[src/bmw_defs.svh]
// constants for the bridge memory window decode block
`ifndef BMW_DEFS_SVH
`define BMW_DEFS_SVH

// ----------------------------------------
// register byte offsets
// ----------------------------------------
`define BMW_OFS_CMD 12'h004
`define BMW_OFS_CLS 12'h00c
`define BMW_OFS_MEM 12'h020
`define BMW_OFS_PF 12'h024
`define BMW_OFS_BCTL 12'h03c
`define BMW_OFS_LCNT 12'hfa0
`define BMW_OFS_PCNT 12'hfa4

// ----------------------------------------
// field positions
// ----------------------------------------
`define BMW_B_MEM_EN 1
`define BMW_B_BM_EN 2
`define BMW_B_SNOOP 5
`define BMW_B_VGA_EN 19
`define BMW_B_VGA16 20
`define BMW_B_LINE2 4
`define BMW_F_CLS 7:0
`define BMW_F_BASE 15:4
`define BMW_F_LIM 31:20
`define BMW_F_LOWZ 3:0
`define BMW_F_PCNT 13:8

// ----------------------------------------
// widths and values
// ----------------------------------------
`define BMW_WIN_W 12
`define BMW_LEN_W 13
`define BMW_RST_WIN 12'h000
`define BMW_RST_CLS 8'h00
`define BMW_RST_PCNT 6'h00
`define BMW_LINE_CAP 8'h80
`define BMW_PAL_A 10'h3c6
`define BMW_PAL_B 10'h3c8
`define BMW_PAL_C 10'h3c9
`define BMW_BUF_DEPTH 2

`endif

[src/bmw_pkg.sv]
// types shared by the bridge memory window decode block
`include "bmw_defs.svh"

package bmw_pkg;

  // ----------------------------------------
  // request and decision
  // ----------------------------------------
  typedef enum logic [1:0] {
    BMW_ACT_IGNORE,
    BMW_ACT_FWD,
    BMW_ACT_UR,
    BMW_ACT_DROP
  } bmw_act_t;

  typedef enum logic [1:0] {
    BMW_RD_PLAIN,
    BMW_RD_LINE,
    BMW_RD_MULT
  } bmw_rdk_t;

  typedef struct packed {
    logic [31:0] addr;
    logic dac;
    logic from_par;
    logic pcix;
    logic is_io;
    logic write;
    logic posted;
    bmw_rdk_t kind;
    logic [`BMW_LEN_W-1:0] len;
  } bmw_req_t;

  typedef struct packed {
    bmw_act_t act;
    logic palette;
    logic np_hit;
    logic p_hit;
    logic prefetch;
    logic [`BMW_LEN_W-1:0] size;
  } bmw_dec_t;

  // ----------------------------------------
  // state of the top module
  // ----------------------------------------
  typedef struct packed {
    logic [`BMW_WIN_W-1:0] mem_base;
    logic [`BMW_WIN_W-1:0] mem_lim;
    logic [`BMW_WIN_W-1:0] pf_base;
    logic [`BMW_WIN_W-1:0] pf_lim;
    logic mem_en;
    logic bm_en;
    logic snoop;
    logic vga_en;
    logic vga16;
    logic [7:0] cls;
    logic line2;
    logic [5:0] pf_cnt;
    logic [31:0] rdata;
    logic rack;
    logic pf_active;
    logic flush;
  } bmw_regs_t;

endpackage

[src/bmw_window.sv]
// base and limit compare for one memory window
`timescale 1ns/1ps

module bmw_window #(
  parameter int AW = 12
) (
  input wire logic [AW-1:0] base,
  input wire logic [AW-1:0] limit,
  input wire logic [AW-1:0] addr_hi,
  output logic enabled,
  output logic hit
);

  // ----------------------------------------
  // inclusive compare on 1 MB units
  // ----------------------------------------
  always_comb begin
    enabled = (base <= limit);
    hit = enabled && (addr_hi >= base) && (addr_hi <= limit);
  end

endmodule

[src/bmw_buf.sv]
// small valid/ready buffer in the decision path
`timescale 1ns/1ps

module bmw_buf #(
  parameter int W = 8,
  parameter int DEPTH = 2
) (
  input wire logic ref_clk,
  input wire logic rst,
  input wire logic in_valid,
  input wire logic [W-1:0] in_data,
  output logic in_ready,
  output logic out_valid,
  output logic [W-1:0] out_data,
  input wire logic out_ready
);

  typedef struct packed {
    logic [DEPTH-1:0][W-1:0] d;
    logic [DEPTH-1:0] v;
    logic rdy;
  } bmw_buf_st_t;

  bmw_buf_st_t st_reg;
  bmw_buf_st_t st_next;

  // ----------------------------------------
  // shift toward the head, fill lowest free
  // ----------------------------------------
  always_comb begin
    logic push;
    logic pop;
    logic done;
    push = in_valid && st_reg.rdy;
    pop = st_reg.v[0] && out_ready;
    done = 1'b0;
    st_next = st_reg;
    if (pop) begin
      for (int i = 0; i < DEPTH - 1; i++) begin
        st_next.d[i] = st_reg.d[i+1];
        st_next.v[i] = st_reg.v[i+1];
      end
      st_next.v[DEPTH-1] = 1'b0;
    end
    if (push) begin
      for (int i = 0; i < DEPTH; i++) begin
        if (!st_next.v[i] && !done) begin
          st_next.d[i] = in_data;
          st_next.v[i] = 1'b1;
          done = 1'b1;
        end
      end
    end
    st_next.rdy = !st_next.v[DEPTH-1];
  end

  always_ff @(posedge ref_clk) begin
    if (rst) begin
      st_reg.d <= '0;
      st_reg.v <= '0;
      st_reg.rdy <= 1'b1;
    end else begin
      st_reg <= st_next;
    end
  end

  assign in_ready = st_reg.rdy;
  assign out_valid = st_reg.v[0];
  assign out_data = st_reg.d[0];
endmodule

[src/bmw_decode.sv]
// memory window, palette and prefetch decode for the bridge
`timescale 1ns/1ps
`include "bmw_defs.svh"

module bmw_decode
  import bmw_pkg::*;
(
  input wire logic ref_clk,
  input wire logic rst,
  input wire logic rev_mode,
  input wire logic cfg_wr,
  input wire logic cfg_rd,
  input wire logic [11:0] cfg_addr,
  input wire logic [3:0] cfg_be,
  input wire logic [31:0] cfg_wdata,
  output logic [31:0] cfg_rdata,
  output logic cfg_rack,
  input wire logic req_valid,
  input wire bmw_req_t req,
  output logic req_ready,
  output logic dec_valid,
  output bmw_dec_t dec,
  input wire logic dec_ready,
  input wire logic rd_done,
  output logic pf_flush
);

  bmw_regs_t r_reg;
  bmw_regs_t r_next;
  bmw_dec_t d_next;
  logic push;
  logic np_en;
  logic np_in;
  logic p_en;
  logic p_in;
  logic [11:0] a_word;

  // ----------------------------------------
  // window compares
  // ----------------------------------------
  bmw_window #(
    .AW(`BMW_WIN_W)
  ) u_np_win (
    .base(r_reg.mem_base),
    .limit(r_reg.mem_lim),
    .addr_hi(req.addr[31:20]),
    .enabled(np_en),
    .hit(np_in)
  );

  bmw_window #(
    .AW(`BMW_WIN_W)
  ) u_p_win (
    .base(r_reg.pf_base),
    .limit(r_reg.pf_lim),
    .addr_hi(req.addr[31:20]),
    .enabled(p_en),
    .hit(p_in)
  );

  // ----------------------------------------
  // decision
  // ----------------------------------------
  always_comb begin
    logic prim;
    logic snoop_eff;
    logic pal_addr;
    logic hit;
    logic up_rd;
    logic [7:0] cap;
    hit = 1'b0;
    up_rd = 1'b0;
    cap = `BMW_RST_CLS;
    prim = rev_mode ? req.from_par : !req.from_par;
    snoop_eff = r_reg.snoop && rev_mode;
    pal_addr = (req.addr[9:0] == `BMW_PAL_A) ||
               (req.addr[9:0] == `BMW_PAL_B) ||
               (req.addr[9:0] == `BMW_PAL_C);
    d_next = '0;
    d_next.act = BMW_ACT_IGNORE;
    d_next.size = req.len;
    d_next.palette = req.is_io && prim && pal_addr &&
      (req.addr[31:16] == 16'h0000) &&
      (!r_reg.vga16 || (req.addr[15:10] == 6'h00));
    d_next.np_hit = !req.is_io && !req.dac && np_in;
    d_next.p_hit = !req.is_io && !req.dac && p_in;
    hit = d_next.np_hit || d_next.p_hit;
    if (req.is_io) begin
      if (d_next.palette && (r_reg.vga_en || (snoop_eff && req.write))) begin
        d_next.act = BMW_ACT_FWD;
      end
    end else if (prim) begin
      if (!r_reg.mem_en) begin
        if (rev_mode) begin
          d_next.act = BMW_ACT_IGNORE;
        end else begin
          d_next.act = req.posted ? BMW_ACT_DROP : BMW_ACT_UR;
        end
      end else begin
        d_next.act = hit ? BMW_ACT_FWD : BMW_ACT_IGNORE;
      end
    end else begin
      if (!r_reg.bm_en) begin
        if (rev_mode) begin
          d_next.act = req.posted ? BMW_ACT_DROP : BMW_ACT_UR;
        end else begin
          d_next.act = BMW_ACT_IGNORE;
        end
      end else begin
        d_next.act = hit ? BMW_ACT_IGNORE : BMW_ACT_FWD;
      end
    end
    up_rd = !req.is_io && req.from_par && !req.pcix && !req.write &&
            (d_next.act == BMW_ACT_FWD);
    cap = (r_reg.cls > `BMW_LINE_CAP) ? `BMW_LINE_CAP : r_reg.cls;
    if (up_rd && d_next.p_hit && !d_next.np_hit) begin
      d_next.prefetch = 1'b1;
      unique case (req.kind)
        BMW_RD_PLAIN: d_next.size = {7'h00, r_reg.pf_cnt};
        BMW_RD_LINE: d_next.size = {5'h00, r_reg.cls};
        BMW_RD_MULT: d_next.size = r_reg.line2 ?
          {4'h0, cap, 1'b0} : {5'h00, cap};
        default: d_next.size = req.len;
      endcase
    end else if (up_rd && req.kind != BMW_RD_PLAIN) begin
      d_next.prefetch = 1'b1;
      d_next.size = (req.kind == BMW_RD_MULT && r_reg.line2) ?
        {4'h0, r_reg.cls, 1'b0} : {5'h00, r_reg.cls};
    end
  end

  assign push = req_valid && req_ready;

  // ----------------------------------------
  // decision buffer
  // ----------------------------------------
  bmw_buf #(
    .W($bits(bmw_dec_t)),
    .DEPTH(`BMW_BUF_DEPTH)
  ) u_buf (
    .ref_clk(ref_clk),
    .rst(rst),
    .in_valid(req_valid),
    .in_data(d_next),
    .in_ready(req_ready),
    .out_valid(dec_valid),
    .out_data(dec),
    .out_ready(dec_ready)
  );

  // ----------------------------------------
  // configuration registers
  // ----------------------------------------
  always_comb begin
    logic [31:0] cur;
    logic [31:0] wm;
    logic [31:0] w;
    wm = 32'h0000_0000;
    w = 32'h0000_0000;
    a_word = {cfg_addr[11:2], 2'b00};
    cur = 32'h0000_0000;
    unique case (a_word)
      `BMW_OFS_CMD: begin
        cur[`BMW_B_MEM_EN] = r_reg.mem_en;
        cur[`BMW_B_BM_EN] = r_reg.bm_en;
        cur[`BMW_B_SNOOP] = r_reg.snoop && rev_mode;
      end
      `BMW_OFS_CLS: cur[`BMW_F_CLS] = r_reg.cls;
      `BMW_OFS_MEM: begin
        cur[`BMW_F_BASE] = r_reg.mem_base;
        cur[`BMW_F_LIM] = r_reg.mem_lim;
      end
      `BMW_OFS_PF: begin
        cur[`BMW_F_BASE] = r_reg.pf_base;
        cur[`BMW_F_LIM] = r_reg.pf_lim;
      end
      `BMW_OFS_BCTL: begin
        cur[`BMW_B_VGA_EN] = r_reg.vga_en;
        cur[`BMW_B_VGA16] = r_reg.vga16;
      end
      `BMW_OFS_LCNT: cur[`BMW_B_LINE2] = r_reg.line2;
      `BMW_OFS_PCNT: cur[`BMW_F_PCNT] = r_reg.pf_cnt;
      default: cur = 32'h0000_0000;
    endcase
    wm = {{8{cfg_be[3]}}, {8{cfg_be[2]}}, {8{cfg_be[1]}}, {8{cfg_be[0]}}};
    w = (cur & ~wm) | (cfg_wdata & wm);
    r_next = r_reg;
    r_next.rack = cfg_rd;
    r_next.rdata = cfg_rd ? cur : r_reg.rdata;
    if (cfg_wr) begin
      unique case (a_word)
        `BMW_OFS_CMD: begin
          r_next.mem_en = w[`BMW_B_MEM_EN];
          r_next.bm_en = w[`BMW_B_BM_EN];
          r_next.snoop = w[`BMW_B_SNOOP];
        end
        `BMW_OFS_CLS: r_next.cls = w[`BMW_F_CLS];
        `BMW_OFS_MEM: begin
          r_next.mem_base = w[`BMW_F_BASE];
          r_next.mem_lim = w[`BMW_F_LIM];
        end
        `BMW_OFS_PF: begin
          r_next.pf_base = w[`BMW_F_BASE];
          r_next.pf_lim = w[`BMW_F_LIM];
        end
        `BMW_OFS_BCTL: begin
          r_next.vga_en = w[`BMW_B_VGA_EN];
          r_next.vga16 = w[`BMW_B_VGA16];
        end
        `BMW_OFS_LCNT: r_next.line2 = w[`BMW_B_LINE2];
        `BMW_OFS_PCNT: r_next.pf_cnt = w[`BMW_F_PCNT];
        default: r_next.cls = r_reg.cls;
      endcase
    end
    // leftover prefetch flush; a new prefetch in the same cycle keeps pf_active set, though pf_flush still pulses
    r_next.flush = rd_done && r_reg.pf_active;
    if (r_next.flush) begin
      r_next.pf_active = 1'b0;
    end
    if (push && d_next.prefetch) begin
      r_next.pf_active = 1'b1;
    end
  end

  always_ff @(posedge ref_clk) begin
    if (rst) begin
      r_reg <= '0;
      r_reg.mem_base <= `BMW_RST_WIN;
      r_reg.mem_lim <= `BMW_RST_WIN;
      r_reg.pf_base <= `BMW_RST_WIN;
      r_reg.pf_lim <= `BMW_RST_WIN;
      r_reg.cls <= `BMW_RST_CLS;
      r_reg.pf_cnt <= `BMW_RST_PCNT;
    end else begin
      r_reg <= r_next;
    end
  end

  assign cfg_rdata = r_reg.rdata;
  assign cfg_rack = r_reg.rack;
  assign pf_flush = r_reg.flush;
endmodule

[config.mk]
export PLATFORM = sky130hd
export DESIGN_NAME = bmw_decode
export DESIGN_NICKNAME = d
export VERILOG_FILES = /design/src/bmw_pkg.sv /design/src/bmw_window.sv /design/src/bmw_buf.sv /design/src/bmw_decode.sv
export VERILOG_INCLUDE_DIRS = /design/src
export SDC_FILE = /design/constraint.sdc
export NUM_CORES = 1
export LEC_CHECK = 0
export BUFFER_PORTS_ARGS = -buffer_cell sky130_fd_sc_hd__buf_2
export CORE_MARGIN = 2
export CORE_UTILIZATION = 41
export CTS_CLUSTER_SIZE = 14
export DETAILED_ROUTE_END_ITERATION = 16
export GPL_ROUTABILITY_DRIVEN = 0
export GPL_TIMING_DRIVEN = 0
export PLACE_DENSITY = 0.62
export SLEW_MARGIN = 30
export SYNTH_ARGS = -nofsm -noshare
export SYNTH_HDL_FRONTEND = slang
export SYNTH_SLANG_ARGS = --single-unit
[constraint.sdc]
create_clock -name ref_clk -period 3.2 [get_ports ref_clk]
set_input_delay 0.16 -clock ref_clk [delete_from_list [all_inputs] [get_ports ref_clk]]
set_output_delay 0.16 -clock ref_clk [all_outputs]
set_load 0.005 [all_outputs]
# [Yosys cells after proc, flatten, opt, wreduce, memory -nomap -nowiden]
# Cells that the tools add are included.
[totals] ff_bits=141 ramBits=0 out_inout_bits=55 in_bits=109 romBits=0 memories=0 latch_bits=0 elab_cells=135
[classes] n_eq_ne=13 bitwise=4 n_mux=36 shift=0 reduce_logical=55 n_addsub=0 div_mod_pow=0 multipliers=0 magnitude_cmp=7
[ops] operator="$and A32 B32 Y32" n=2
[ops] operator="$eq A10 B10 Y1 const B" n=5
[ops] operator="$le A12 B12 Y1" n=4
[ops] operator="$mux W21" n=2
[ops] operator="$pmux W13 S3" n=1
[ops] operator="$not A32 Y32" n=1
[ops] operator="$or A32 B32 Y32" n=1
[ops] operator="$eq A10 B4 Y1 const B" n=3
[ops] operator="$mux W14" n=2
[ops] operator="$logic_and A1 B1 Y1" n=27
[ops] operator="$ge A12 B12 Y1" n=2
[ops] operator="$pmux W11 S2" n=1
[ops] operator="$mux W19" n=1
[ops] operator="$mux W9" n=2
[ops] operator="$pmux W6 S3" n=1
[ops] operator="$logic_not A16 Y1" n=1
[ops] operator="$reduce_and A2 Y1" n=8
[ops] operator="$mux W1" n=13
[ops] operator="$mux W2" n=6
[ops] operator="$eq A10 B1 Y1 const B" n=1
[ops] operator="$eq A10 B2 Y1 const B" n=1
[ops] operator="$logic_not A1 Y1" n=10
[ops] operator="$gt A8 B8 Y1 const B" n=1
[ops] operator="$mux W8" n=1
[ops] operator="other kinds (10)" n=18

# [Depth between registers and ports, before layout]
[logic_depth] word_depth=17 depth_mapped=14

# [Hierarchy]
# Synthesis repeated with hierarchy kept, for this count alone.
[hier_totals] hier_cells=1077 hier_area_um2=9150.0
[by_module_without_submodules] mod="bmw_decode" area_per_inst_um2=5462.7 cells_per_inst=663 n_inst=1
[by_module_without_submodules] mod="bmw_buf" area_per_inst_um2=2005.7 cells_per_inst=202 n_inst=1
[by_module_without_submodules] mod="bmw_window" area_per_inst_um2=840.8 cells_per_inst=106 n_inst=2

# [Worst setup path after synthesis]
# No wires, ideal clock.
[synth_path] path_type="flip-flop to flip-flop" startpoint="register r_reg[89] (netlist bit)" endpoint="register u_buf.st_reg[27] (netlist bit)" path_slack_ns=0.200 path_buffers=1 required_ns=3.061 path_stages_with_launch=15 arrival_ns=2.861 setup_time_ns=0.139 cell_sequence="dfxtp_1 > inv_1 > ha_1 > a21oi_2 > nand2_1 > a21o_1 > o31a_1 > nor4b_4 > a31o_1 > mux2i_1 > o21ai_2 > or3_4 > buf_8 > a2bb2oi_2 > a211oi_1"
[synth_between] elab_chain_len=14 elab_cells_between_ends=20
[synth_lines] item="from (decl)" line="bmw_decode.sv:28" source="bmw_regs_t r_reg;"
[synth_lines] item="from (signal assigned)" line="bmw_decode.sv:235" source="r_reg <= r_next;"
[synth_lines] item="$le A12 B12 Y1" line="bmw_window.sv:18" source="enabled = (base <= limit);"
[synth_lines] item="$logic_and A1 B1 Y1" line="bmw_window.sv:19" source="hit = enabled && (addr_hi >= base) && (addr_hi <= limit);"
[synth_lines] item="$logic_and A1 B1 Y1 (*)" line="bmw_window.sv:19"
[synth_lines] item="$logic_and A1 B1 Y1 (*)" line="bmw_decode.sv:85" source="d_next.np_hit = !req.is_io && !req.dac && np_in;"
[synth_lines] item="$logic_or A1 B1 Y1" line="bmw_decode.sv:87" source="hit = d_next.np_hit || d_next.p_hit;"
[synth_lines] item="$mux W1 (on tied branches)" line="bmw_decode.sv:110, bmw_decode.sv:100"
[synth_lines] item="$mux W2 (on tied branches)" line="bmw_decode.sv:103, bmw_decode.sv:93"
[synth_lines] item="$mux W2" line="bmw_decode.sv:92" source="end else if (prim) begin"
[synth_lines] item="$mux W2" line="bmw_decode.sv:88" source="if (req.is_io) begin"
[synth_lines] item="$eq A2 B1 Y1" line="bmw_decode.sv:114" source="(d_next.act == BMW_ACT_FWD);"
[synth_lines] item="$logic_and A1 B1 Y1" line="bmw_decode.sv:113" source="up_rd = !req.is_io && req.from_par && !req.pcix && !req.write &&"
[synth_lines] item="$logic_and A1 B1 Y1 (on tied branches)" line="bmw_decode.sv:125, bmw_decode.sv:116"
[synth_lines] item="$mux W14 or $logic_and A1 B1 Y1 (tied branches)" line="bmw_decode.sv:125, bmw_decode.sv:116"
[synth_lines] item="$mux W14 (*)" line="bmw_decode.sv:116" source="if (up_rd && d_next.p_hit && !d_next.np_hit) begin"
[synth_lines] item="to (signal assigned)" line="bmw_buf.sv:63" source="st_reg <= st_next;"
[synth_lines] item="to (decl)" line="bmw_buf.sv:24" source="bmw_buf_st_t st_reg;"
# Mark *: on every way between the ends. The rest lies on a longest branch, timed or not.
# A chain may end at the register's enable or synchronous reset.

# [Worst setup path in the final report]
[layout_path] startpoint="register r_reg[56] (netlist bit)" endpoint="register u_buf.st_reg (netlist bit u_buf.out_data[10])"
[layout_between] elab_chain_len=16 elab_cells_between_ends=21
[layout_lines] item="$le A12 B12 Y1" line="bmw_window.sv:18"
[layout_lines] item="$logic_and A1 B1 Y1" line="bmw_window.sv:19"
[layout_lines] item="$logic_and A1 B1 Y1 (*)" line="bmw_window.sv:19"
[layout_lines] item="$logic_and A1 B1 Y1 (*)" line="bmw_decode.sv:86" source="d_next.p_hit = !req.is_io && !req.dac && p_in;"
[layout_lines] item="$logic_or A1 B1 Y1" line="bmw_decode.sv:87"
[layout_lines] item="$mux W1 (on tied branches)" line="bmw_decode.sv:110, bmw_decode.sv:100"
[layout_lines] item="$mux W2 (on tied branches)" line="bmw_decode.sv:103, bmw_decode.sv:93"
[layout_lines] item="$mux W2" line="bmw_decode.sv:92"
[layout_lines] item="$mux W2" line="bmw_decode.sv:88"
[layout_lines] item="$eq A2 B1 Y1" line="bmw_decode.sv:114"
[layout_lines] item="$logic_and A1 B1 Y1" line="bmw_decode.sv:113"
[layout_lines] item="$logic_and A1 B1 Y1 (on tied branches)" line="bmw_decode.sv:125, bmw_decode.sv:116"
[layout_lines] item="$mux W14 or $logic_and A1 B1 Y1 (tied branches)" line="bmw_decode.sv:125, bmw_decode.sv:116"
[layout_lines] item="$mux W14 (*)" line="bmw_decode.sv:116"
[layout_lines] item="$mux W19 (*)" line="bmw_buf.sv:47" source="if (!st_next.v[i] && !done) begin"
[layout_lines] item="$mux W21 (*)" line="bmw_buf.sv:45" source="if (push) begin"
# Marks and branches as above.

==> reports/results.ini <==
[outcome]
status=finished with violations
violations=negative setup slack

[worst_setup_path]
crit_end=u_buf.out_data[10]
r2r_cells=14
cp_max_fo=5
endpoint_kind=register
r2r-end=u_buf.out_data[10]
critPathLaunch=r_reg[56]
rrSetupSlack_ns=-0.02
reg2reg_from=r_reg[56]
required_ns=3.49
setup.worst_path.start_class=register
arrival_ns=3.52
critical_path_class=reg -> reg

[synthesis]
ys_seq_area_frac=0.323
yosys_warnings=0
async_flop_share=0
synth_area_sq_mm=0.00873
synth_area_per_cell_sq_um=7.95
ys_seq_elements=141
yosys-top-cells-area=dfxtp_1 32%, ha_1 10%, a21oi_1 6.2%, nor2_1 5.2%, a211oi_1 4.8%
netlist_instances=1099
yosysTopAreaCell=dfxtp_1
synth_ff_type=dfxtp_1
synth_edf_count=0
synth_cell_types=68
synth_top_area_frac=0.323

[layout]
seq_area_sq_mm=0.00287
area_growth_pct=27.9
mostFrequentLayoutCell=buf_2
fillerInstances=2002
multiInputGateArea_sq_mm=0.00543
layout_common_cells=150 x buf_2, 119 x nor2_1, 113 x dfxtp_1
final_nets=1471
final_util=0.533
drive_gt1_frac=0.282
largest_reg_flops=69

[detailed_routing]
drt_wl_total_mm=29.0
vias=8752
drt_iter0_drc=804
ant_nets=0
drtPass1Iterations=6
detail_route.wl_per_cell_um=18.3
via_per_inst=5.54
drc_errors=0

[cts]
ctsHtreeMaxLevel=4
cts_root_buf=clkbuf_16
cts_max_path_buffers=2
clock-sinks=141
path_clk_slew_ns=0.07
cts_tree=done
worstSkewPairLatency_ns=0.43
cts_buffers=17

[grt]
grt_start_max_net_pins=17
grt_pass1_wl_mm=44.3
grt_use_total=0.255
grt_pass1_vias=8194
overflow=0
antenna_found_initial=1

[run]
maxCapViolations=0

[floorplanning]
row_count=53
die_y_um=150
coreArea_sq_mm=0.0210
die_area_sq_mm=0.0225
die_w_um=150
pin_count=164
initial_utilization=0.417

[timing]
setup_viol=8
max_freq_mhz=310
final_hold_viol_count=0
finalWorstSetupSlack_ns=-0.0249
fin_tns_setup_ns=-0.148
slew_viol_final=0
fin_worst_skew_ns=0.0114
worst_slew_pin_slew_ns=0.882
min_period_over_period=1.01
relSlewSlack=0.412
fin_crit_ns=3.22
rsz0062_at_grt=yes

[power_and_ir_drop]
irDropWorstVdd_v=0.000385
p_per_area_mw_per_mm2=413
p_leak_uw=0.00447

[placement]
dpl.hpwl_mm=21.7
port_buffers=148
pre_cts_ws_ns=-0.385

[min_path]
min_path_type=in -> reg

-- power by group --
| part | internal [uW] | switching, uW |
|---|---|---|
| Sequential | 1800 | 27.9 |
| Clock | 1330 | 867 |
| Combinational | 265 | 324 |
-- repair_timing --
item,CTS,global route
pin swaps,7,18
hold buffers,8,0
resized for setup,17,87
cloned,0,1
setup endpoints to repair,29,28
setup buffers,1,12
hold endpoints to repair,8,0
-- routing by layer --
metal,vias to the layer above,part of all wire,global-route usage
li1,4263,-,-
met1,4070,0.46,0.367
met2,381,0.43,0.392
met3,38,0.087,0.0491
met4,0,0.017,0.0637
met5,-,0,0
-- worst min-delay path by stage --
stage / start / end / slack (ns) / cells after the start
after floorplan: rd_done / pf_flush / 0.28 / 2
after global placement: cfg_wdata[19] / r_reg[51] / 0.41 / 3
after detailed placement: cfg_wdata[3] / r_reg[45] / 0.42 / 3
after CTS: req_valid / r_reg[1] / 0.06 / 3
after global routing: req_valid / r_reg[1] / 0.1 / 3
final: req_valid / r_reg[1] / 0.07 / 3
-- Yosys cell counts, types with 11 or more instances --
| library cell | instances |
|---|---|
| nand4_1 | 18 |
| mux2i_1 | 31 |
| nor3_1 | 17 |
| ha_1 | 72 |
| and3_1 | 13 |
| mux2_2 | 14 |
| o22ai_1 | 11 |
| clkbuf_1 | 58 |
| a21oi_1 | 108 |
| inv_1 | 78 |
| nand3_1 | 43 |
| nand2_1 | 109 |
| nand2b_1 | 12 |
| buf_4 | 51 |
| a211oi_1 | 56 |
| nor2_1 | 121 |
| dfxtp_1 | 141 |
| o21ai_0 | 13 |
| a22oi_1 | 12 |
-- final cells by class --
cell class | count | area share
multi-input cells | 768 | 0.486
flip-flops and latches | 141 | 0.257
repair buffers | 170 | 0.0845
plain buffers | 114 | 0.0574
clock buffers | 17 | 0.0381
well taps | 275 | 0.0308
inverters | 78 | 0.0264
clock inverters | 15 | 0.0197
diodes | 1 | 0.000224
-- metrics by stage --
step | cell area [sq um] | std cells | power, uW | hold WS, ns
floorplan | 8740 | 1101 | 2190 | 0.281
global placement | 9820 | 1524 | 2400 | 0.410
detailed placement | 9830 | 1524 | 2410 | 0.415
CTS | 10600 | 1565 | 4600 | 0.0632
global route | 11200 | 1578 | 4770 | 0.0958
finish | 11200 | 1579 | 4610 | 0.0693
-- critical path, stage by stage (launching register included) --
cell       delay (ns)
dfxtp_2          0.35
inv_2            0.07
ha_4             0.24
nor2b_1          0.13
o211ai_1         0.25
a211oi_1         0.14
a2111oi_2        0.22
o22a_1           0.26
a31o_1           0.24
mux2i_2          0.27
o21ai_2          0.12
or3_4            0.41
clkbuf_16        0.17
a21oi_1          0.14
a311oi_1         0.07
-- cells by family (layout without fill, tap and decap cells) --
family,count (synthesis),after routing,synth area share
and+or+nand+nor,371,371,0.198
AOI/OAI and AO/OA,275,275,0.213
buffers and inverters,192,394,0.107
DFF,141,141,0.323
adders and majority gates,72,72,0.103
muxes,45,45,0.0536
xor gates and xnor gates,2,2,0.00201
other,1,4,0.000429
No activity file was read; power rests on OpenSTA's default activity.
